**src/rtl/pit_pkg.sv**
```systemverilog
package pit_pkg;

  // register word offsets (byte addresses on the 32-bit bus)
  localparam logic [3:0] STATUS_CTRL_OFS  = 4'h0;
  localparam logic [3:0] COUNT_OFS        = 4'h4;
  localparam logic [3:0] MOD_HIGH_OFS     = 4'h8;
  localparam logic [3:0] MOD_LOW_OFS      = 4'hc;

  // status/control field positions
  localparam int FLAG_BIT   = 7;
  localparam int IRQEN_BIT  = 6;
  localparam int STOP_BIT   = 5;
  localparam int CLEAR_BIT  = 4;
  localparam int PSEL_LSB   = 0;
  localparam int PSEL_W     = 3;

  // reset values
  localparam logic [7:0]  MOD_BYTE_RST = 8'hff;
  localparam logic [15:0] COUNT_RST    = 16'h0000;
  localparam logic        STOP_RST     = 1'b1;
  localparam logic [6:0]  PRE_RST      = 7'h00;

  // decoded bus request
  typedef struct packed {
    logic       wr;
    logic       rd;
    logic [3:0] ofs;
    logic [7:0] wdata;
  } bus_req_s;

endpackage

```
**src/rtl/pit_prescaler.sv**
```systemverilog
`timescale 1ns/100ps
// free divider of the bus clock; emits a one-cycle tick at the selected rate
module pit_prescaler
  import pit_pkg::*;
(
  // clock and reset
  input  wire logic              clk_i,
  input  wire logic              rst_i,
  // control
  input  wire logic              run_i,
  input  wire logic              clear_i,
  input  wire logic [PSEL_W-1:0] sel_i,
  // tick out
  output logic                   tick_o
);

  logic [6:0] pre_q;
  logic [6:0] pre_d;
  logic [6:0] mask;

  // code 7 repeats the slowest rate, so it shares the divide-by-64 mask
  always_comb begin
    case (sel_i)
      3'h0:    mask = 7'h00;
      3'h1:    mask = 7'h01;
      3'h2:    mask = 7'h03;
      3'h3:    mask = 7'h07;
      3'h4:    mask = 7'h0f;
      3'h5:    mask = 7'h1f;
      default: mask = 7'h3f;
    endcase
    pre_d = pre_q;
    if (clear_i) begin
      pre_d = PRE_RST;
    end else if (run_i) begin
      pre_d = pre_q + 7'h01;
    end
    tick_o = run_i && !clear_i && ((pre_q & mask) == mask);
  end

  always_ff @(posedge clk_i) begin
    if (rst_i) begin
      pre_q <= PRE_RST;
    end else begin
      pre_q <= pre_d;
    end
  end

endmodule

```
**src/rtl/periodic_tick_timer.sv**
```systemverilog
`timescale 1ns/100ps
// Notes on behaviour
// RULE1 - two read/write byte registers hold the sixteen-bit modulo value
// RULE2 - overflow flag sets when the counter reaches the modulo value
// RULE3 - after reaching modulo, counter restarts from zero on the next tick
// RULE4 - high byte write blocks flag and interrupt until low byte is written
// RULE5 - reset sets every bit of both modulo registers
// RULE6 - software should clear the counter before writing new modulo values
// RULE7 - flag clears by reading status while set, then writing zero; set wins
// RULE8 - interrupt only when enable is set and flag is set; reset clears enable
// RULE9 - counter clear bit resets counter and prescaler, always reads zero
// RULE10 - all sixteen bits compared against high:low using value after low write
module periodic_tick_timer
  import pit_pkg::*;
(
  // clock and reset
  input  wire logic        clk_i,
  input  wire logic        rst_i,
  // classic wishbone slave
  input  wire logic        cyc_i,
  input  wire logic        stb_i,
  input  wire logic        we_i,
  input  wire logic [3:0]  adr_i,
  input  wire logic [3:0]  sel_i,
  input  wire logic [31:0] dat_i,
  output logic [31:0]      dat_o,
  output logic             ack_o,
  output logic             err_o,
  // interrupt
  output logic             irq_o
);

  bus_req_s           req;
  logic               ack_q, ack_d, err_q, err_d;
  logic [31:0]        dat_q, dat_d;
  logic [7:0]         mod_hi_q, mod_hi_d, mod_lo_q, mod_lo_d;
  logic [15:0]        mod_act_q, mod_act_d;
  logic               inhibit_q, inhibit_d;
  logic [15:0]        cnt_q, cnt_d;
  logic               flag_q, flag_d, armed_q, armed_d;
  logic               irqen_q, irqen_d, stop_q, stop_d;
  logic [PSEL_W-1:0]  psel_q, psel_d;
  logic               tick, hit, clr_cmd, mapped;
  logic [7:0]         status;

  // reads are taken while no answer is pending, so read data is registered in time for ack;
  // writes land at the edge that sees ack high, while the master still holds the request
  always_comb begin
    mapped    = (adr_i[1:0] == 2'h0);
    req.wr    = cyc_i && stb_i && ack_q && we_i && sel_i[0] && mapped;
    req.rd    = cyc_i && stb_i && !ack_q && !err_q && !we_i && mapped;
    req.ofs   = adr_i;
    req.wdata = dat_i[7:0];
    clr_cmd   = req.wr && (req.ofs == STATUS_CTRL_OFS) && req.wdata[CLEAR_BIT]; // RULE9
  end

  pit_prescaler u_pre (
    .clk_i   (clk_i),
    .rst_i   (rst_i),
    .run_i   (!stop_q),
    .clear_i (clr_cmd), // RULE9
    .sel_i   (psel_q),
    .tick_o  (tick)
  );

  assign status = {flag_q, irqen_q, stop_q, 1'b0, 1'b0, psel_q}; // clear bit always reads zero

  // counter and modulo compare
  always_comb begin
    hit       = tick && (cnt_q == mod_act_q); // RULE10
    cnt_d     = cnt_q;
    mod_hi_d  = mod_hi_q;
    mod_lo_d  = mod_lo_q;
    mod_act_d = mod_act_q;
    inhibit_d = inhibit_q;
    if (clr_cmd) begin
      cnt_d = COUNT_RST; // RULE9
    end else if (hit) begin
      cnt_d = COUNT_RST; // RULE3
    end else if (tick) begin
      cnt_d = cnt_q + 16'h0001;
    end
    // modulo registers; the compare value updates only once the low byte lands
    if (req.wr && req.ofs == MOD_HIGH_OFS) begin
      mod_hi_d  = req.wdata; // RULE1
      inhibit_d = 1'b1;      // RULE4
    end
    if (req.wr && req.ofs == MOD_LOW_OFS) begin
      mod_lo_d  = req.wdata;              // RULE1
      mod_act_d = {mod_hi_q, req.wdata};  // RULE10
      inhibit_d = 1'b0;                   // RULE4
    end
  end

  // status/control: the flag's set beats a clear arriving in the same cycle
  always_comb begin
    flag_d  = flag_q;
    armed_d = armed_q;
    irqen_d = irqen_q;
    stop_d  = stop_q;
    psel_d  = psel_q;
    if (req.rd && req.ofs == STATUS_CTRL_OFS && flag_q) begin
      armed_d = 1'b1; // RULE7
    end
    if (req.wr && req.ofs == STATUS_CTRL_OFS) begin
      irqen_d = req.wdata[IRQEN_BIT];
      stop_d  = req.wdata[STOP_BIT];
      psel_d  = req.wdata[PSEL_LSB +: PSEL_W];
      if (armed_q && !req.wdata[FLAG_BIT]) begin
        flag_d = 1'b0; // RULE7
      end
      armed_d = 1'b0;
    end
    if (hit && !inhibit_q) begin
      flag_d  = 1'b1; // RULE2 RULE4
      armed_d = 1'b0; // RULE7
    end
  end

  // bus answer; unmapped addresses get err
  always_comb begin
    ack_d = cyc_i && stb_i && !ack_q && !err_q && mapped; // a write without lane 0 is acked and ignored
    err_d = cyc_i && stb_i && !ack_q && !err_q && !mapped;
    dat_d = dat_q;
    if (req.rd) begin
      case (req.ofs)
        STATUS_CTRL_OFS: dat_d = {24'h000000, status};
        COUNT_OFS:       dat_d = {16'h0000, cnt_q};
        MOD_HIGH_OFS:    dat_d = {24'h000000, mod_hi_q};
        MOD_LOW_OFS:     dat_d = {24'h000000, mod_lo_q};
        default:         dat_d = 32'h00000000;
      endcase
    end
  end

  always_ff @(posedge clk_i) begin
    if (rst_i) begin
      ack_q     <= 1'b0;
      err_q     <= 1'b0;
      dat_q     <= 32'h00000000;
      mod_hi_q  <= MOD_BYTE_RST;                 // RULE5
      mod_lo_q  <= MOD_BYTE_RST;                 // RULE5
      mod_act_q <= {MOD_BYTE_RST, MOD_BYTE_RST}; // RULE5
      inhibit_q <= 1'b0;
      cnt_q     <= COUNT_RST;
      flag_q    <= 1'b0;
      armed_q   <= 1'b0;
      irqen_q   <= 1'b0; // RULE8
      stop_q    <= STOP_RST;
      psel_q    <= '0;
    end else begin
      ack_q     <= ack_d;
      err_q     <= err_d;
      dat_q     <= dat_d;
      mod_hi_q  <= mod_hi_d;
      mod_lo_q  <= mod_lo_d;
      mod_act_q <= mod_act_d;
      inhibit_q <= inhibit_d;
      cnt_q     <= cnt_d;
      flag_q    <= flag_d;
      armed_q   <= armed_d;
      irqen_q   <= irqen_d;
      stop_q    <= stop_d;
      psel_q    <= psel_d;
    end
  end

  assign ack_o = ack_q;
  assign err_o = err_q;
  assign dat_o = dat_q;
  // level interrupt; the inhibit also masks a flag that is already up
  assign irq_o = flag_q && irqen_q && !inhibit_q; // RULE8 RULE4

  // checks on the counter and the compare
  a_wrap_to_zero: assert property (@(posedge clk_i) disable iff (rst_i) // RULE3
    hit && !clr_cmd |=> cnt_q == 16'h0000)
    else $error("counter did not restart at zero");
  a_flag_on_hit: assert property (@(posedge clk_i) disable iff (rst_i) // RULE2
    hit && !inhibit_q |=> flag_q)
    else $error("flag not set on match");
  a_clear_counter: assert property (@(posedge clk_i) disable iff (rst_i) // RULE9
    clr_cmd |=> cnt_q == 16'h0000 && status[CLEAR_BIT] == 1'b0)
    else $error("clear bit failed");

  // checks on the modulo registers; the compare value must not move on a high write alone
  a_mod_low_load: assert property (@(posedge clk_i) disable iff (rst_i) // RULE10
    req.wr && req.ofs == MOD_LOW_OFS |=> mod_act_q == {mod_hi_q, mod_lo_q} && !inhibit_q)
    else $error("modulo not loaded");
  a_high_keeps_cmp: assert property (@(posedge clk_i) disable iff (rst_i) // RULE10
    req.wr && req.ofs == MOD_HIGH_OFS |=> $stable(mod_act_q))
    else $error("compare value changed on a high byte write");
  a_high_stored: assert property (@(posedge clk_i) disable iff (rst_i) // RULE1
    req.wr && req.ofs == MOD_HIGH_OFS |=> mod_hi_q == $past(dat_i[7:0]))
    else $error("high byte not stored");
  a_high_inhibits: assert property (@(posedge clk_i) disable iff (rst_i) // RULE4
    req.wr && req.ofs == MOD_HIGH_OFS |=> inhibit_q && !irq_o)
    else $error("high byte write did not inhibit");
  a_inhibit_holds: assert property (@(posedge clk_i) disable iff (rst_i) // RULE4
    inhibit_q && !flag_q && !(hit && !inhibit_q) |=> !flag_q)
    else $error("flag set while inhibited");
  a_reset_modulo: assert property (@(posedge clk_i) // RULE5
    $fell(rst_i) |-> mod_hi_q == MOD_BYTE_RST && mod_lo_q == MOD_BYTE_RST && mod_act_q == {mod_hi_q, mod_lo_q})
    else $error("modulo not all ones after reset");

  // checks on the flag, the interrupt and the bus answer
  a_clear_needs_arm: assert property (@(posedge clk_i) disable iff (rst_i) // RULE7
    $fell(flag_q) |-> $past(armed_q))
    else $error("flag cleared without read");
  a_hit_disarms: assert property (@(posedge clk_i) disable iff (rst_i) // RULE7
    hit && !inhibit_q |=> !armed_q)
    else $error("match did not cancel a pending clear");
  a_one_keeps_flag: assert property (@(posedge clk_i) disable iff (rst_i) // RULE7
    req.wr && req.ofs == STATUS_CTRL_OFS && req.wdata[FLAG_BIT] && flag_q |=> flag_q)
    else $error("writing one cleared the flag");
  a_irq_needs_en: assert property (@(posedge clk_i) disable iff (rst_i) // RULE8
    irq_o |-> irqen_q && flag_q)
    else $error("interrupt without enable");
  a_reset_irq_off: assert property (@(posedge clk_i) // RULE8
    $fell(rst_i) |-> !irqen_q && !irq_o)
    else $error("interrupt enabled after reset");
  a_ack_one: assert property (@(posedge clk_i) disable iff (rst_i) // RULE1
    ack_o |=> !ack_o)
    else $error("ack held two cycles");

endmodule

```
**config.mk**
```make
export PLATFORM = sky130hd
export DESIGN_NAME = periodic_tick_timer
export DESIGN_NICKNAME = d
export VERILOG_FILES = /design/src/rtl/pit_pkg.sv /design/src/rtl/pit_prescaler.sv /design/src/rtl/periodic_tick_timer.sv
export SDC_FILE = /design/constraint.sdc
export NUM_CORES = 1
export LEC_CHECK = 0
export ABC_AREA = 1
export BUFFER_PORTS_ARGS = -buffer_cell sky130_fd_sc_hd__buf_4
export CAP_MARGIN = 10
export CORE_UTILIZATION = 58
export CTS_CLUSTER_SIZE = 24
export DETAILED_ROUTE_END_ITERATION = 8
export GPL_ROUTABILITY_DRIVEN = 0
export PLACE_DENSITY = 0.92
export SYNTH_ARGS = -nofsm -noshare
export SYNTH_HDL_FRONTEND = slang
export SYNTH_HIERARCHICAL = 1
export SYNTH_SLANG_ARGS = --single-unit
```
**constraint.sdc**
```tcl
create_clock -name clk_i -period 6.2 [get_ports clk_i]
set_input_delay 0.93 -clock clk_i [delete_from_list [all_inputs] [get_ports clk_i]]
set_output_delay 0.93 -clock clk_i [all_outputs]
set_load 0.005 [all_outputs]
```
==> impl_metrics.py <==
metrics = {
    "layout": {
        "fill_cells": 453,
        "diodes": 0,
        "drive_gt1_share_pct": 13.8,
        "nets": 574,
        "area_delta_synth_final_pct": 13.7,
    },
    "synthesis": {
        "synth.avg_cell_area_um2": 7.23,
        "synth_cells": 489,
        "ys_warn_count": 6,
        "ys_seq_area_share_pct": 40.8,
        "synthDistinctLibCells": 37,
        "ys_ff_latch": 72,
        "syn_area_um2": 3530,
    },
    "worst_setup_path": {
        "cp.required_ns": 6.45,
        "startpoint_type": "input pin",
        "worstSetupPathType": "input pin to flip-flop",
        "cpMaxStageDelayCell": "nor2_1",
        "cp_data_arrival_time_ns": 3.72,
        "crit_top_cell": "nor2_1",
        "path_max_fanout": 10,
        "end_kind": "flip-flop",
        "path_cells": "buf_4 > inv_1 > nand3_2 > inv_2 > nand2_4 > inv_2 > nand2_2 > inv_1 > nor2_2 > nand3_1 > nor2_1 > nand2_1 > nor2_1 > nand3_1 > nor3_1 > nand2_1 > nor2_1 > xor2_1 > nor2_1",
        "slowest_delay_ns": 0.44,
    },
    "grt": {
        "grt_pass1_wl_um": 14400,
        "grt_pass1_vias": 3038,
        "grtUsageTotal_pct": 29.9,
        "antenna_found_initial": 0,
        "overflow": 0,
        "grt_max_degree": 46,
    },
    "floorplan": {
        "die_w_um": 80.1,
        "ios": 80,
        "placementRows": 28,
        "initial_core_util_pct": 60.1,
        "fp.dieH_um": 80.1,
        "core_area_um2": 5890,
        "die_area_um2": 6410,
    },
    "pwr": {
        "p_seq_share_pct": 49.3,
        "pwr_density_cell_nw_per_um2": 235,
        "power.leakage_nw": 1.83,
        "pwr-share-comb_pct": 4.4,
        "irDropWorstVdd_mv": 0.222,
        "p_int_w": 0.000739,
        "switchingPower_w": 0.000206,
        "pwr-share-clk_pct": 46.3,
        "p_sw_share_pct": 21.8,
    },
    "sta": {
        "fin_crit_sh_pct": 56.0,
        "period_minus_slack_ns": 3.47,
        "skew_ns": 0.0120,
        "holdWs_ns": 0.508,
        "final-max-slew-violation-count": 0,
        "finalSetupViolCount": 0,
        "max-slew-margin-rel_pct": 61.8,
        "hold_viol_final": 0,
        "setup_ws_ns": 2.73,
        "setup_tns_ns": 0,
        "grt_setup_unrepaired": "no",
        "worstMarginPinSlew_ns": 0.571,
        "fmax_mhz": 288,
    },
    "clock_network": {
        "cts_buffers": 9,
        "tritoncts": "done",
        "clk_pin_slew_ns": 0.08,
        "clock_latency_ns": 0.35,
        "cts_root_buf": "clkbuf_8",
        "hold_buffers": 0,
        "cts_buffer_depth": 2,
        "htree_levels": 3,
        "clock-sinks": 72,
        "post_cts_buffers": 0,
        "postCtsResizedCells": 0,
    },
    "routing": {
        "drc": 0,
        "wl_per_cell_um": 15.2,
        "wl_um": 9200,
        "drtIter0Drc": 360,
        "num_vias": 3358,
        "ant_nets": 0,
        "dr.pass1.iters": 5,
        "vias_per_cell": 5.56,
    },
    "run": {
        "cap_violations": 0,
    },
    "status": {
        "status": "finished clean",
    },
    "placement": {
        "io_buffer_count": 36,
        "pre_cts_slack_ns": 2.39,
        "dp_hpwl_um": 6170,
    },
    "min_path": {
        "hold_class": "flip-flop to flip-flop",
    },
}
[flip-flops by register name, indices dropped and copies added, names as in the netlist]
signal       cells
err_o            1
irqen_q          1
inhibit_q        1
dat_o           16
mod_lo_q         7
mod_act_q        9
psel_q           3
u_pre/pre_q      6
ack_o            1
mod_hi_q         8
armed_q          1
cnt_q           16
stop_q           1
flag_q           1
[per-layer routing]
layer / part of all wire (%) / wire [um] / GRT usage, %
met4: 4.1 / 380 / 15.7
met3: 7.9 / 724 / 5.34
met2: 48 / 4380 / 50.1
met5: 0 / 0 / 0
met1: 40 / 3710 / 36.4
[worst paths after layout]
kind / from / end / slack [ns] / cells past startpoint
setup / recovery: adr_i[3] / cnt_q[14]$_SDFFE_PP0P_ / 2.73 / 19
hold / removal: mod_act_q[12]$_SDFFE_PP1P_ / mod_act_q[12]$_SDFFE_PP1P_ / 0.51 / 2
setup reg to reg: ack_o$_SDFF_PP0_ / cnt_q[14]$_SDFFE_PP0P_ / 3.22 / 17
hold reg to reg: mod_act_q[12]$_SDFFE_PP1P_ / mod_act_q[12]$_SDFFE_PP1P_ / 0.51 / 2
[Yosys cell counts, drive strengths merged]
cell    count  share of area (%)
ha          5                1.8
nand4       3               0.53
nor4        1               0.18
o21ai      30                4.4
nor2       59                7.0
nor3        6                1.6
inv        64                6.8
buf        22                4.7
nand2     108                 12
xor2       11                2.7
clkbuf      7               0.78
a21oi      42                5.9
nand3b      1               0.21
xnor2       7                1.7
dfxtp      72                 41
conb        1               0.11
a31oi       1               0.18
clkinv      1               0.11
nand3      27                4.3
o211ai     13                2.8
a21boi      1               0.21
a211oi      1               0.35
o22ai       6                1.1
[cell type report]
class                           count  area [um2]  area share, %
Clock buffer                       12         165           4.11
Clock inverter                      4        75.1           1.87
Inverter                           65         244           6.07
Multi-Input combinational cell    338        1710           42.6
Sequential cell                    72        1440           35.9
Tap cell                           75        93.8           2.34
Timing Repair Buffer               38         285           7.10
[through the flow]
stage / utilization (%) / cells / power [W] / area (um2)
floorplan: - / 504 / 0.000504 / 3590
global placement: 64.2 / 588 / 0.000516 / 3780
detailed placement: 64.2 / 588 / 0.000517 / 3780
CTS: 68.3 / 604 / 0.000943 / 4020
global route: 68.3 / 604 / 0.000973 / 4020
finish: 68.3 / 604 / 0.000946 / 4020
[cells in the final DEF (no fill, tap or decap), types with 2 or more instances in the layout]
master,instances
inv_2,5
nand2_2,2
o22ai_1,6
inv_1,59
o21ai_1,2
xnor2_1,7
buf_4,38
ha_1,5
clkinvlp_4,2
conb_1,16
nand3_1,25
nor2_4,3
nand4_1,3
nor2_1,55
nor3_1,3
nand2_1,105
dfxtp_1,72
o21ai_0,27
a21oi_1,42
xor2_1,11
bufinv_16,2
nor3_4,2
o211ai_1,13
clkbuf_8,12
[critical path: cells and delay by family]
family	cells	cell delay (ns)
AND/OR/NAND/NOR	13	2.18
buffers and inverters	5	0.40
XOR/XNOR	1	0.18
[kinds of logic (layout without fill, tap and decap cells)]
group	after synthesis	after routing	synth area share, %
flops	72	72	40.8
other cells	1	16	0.106
compound gates	94	94	14.9
buf+inv	94	119	12.4
fa+ha+maj	5	5	1.77
xor+xnor	18	18	4.46
simple gates	205	205	25.7
[power by group through the flow]
stage / logic (W) / clock network (W) / registers, W
final: 0.0000415 / 0.000438 / 0.000466
after global routing: 0.0000453 / 0.000462 / 0.000466
after CTS: 0.0000405 / 0.000437 / 0.000466
after detailed placement: 0.0000399 / 0 / 0.000477
after global placement: 0.0000392 / 0 / 0.000477
after floorplan: 0.0000275 / 0 / 0.000477
(Power assumes the default switching activity.)
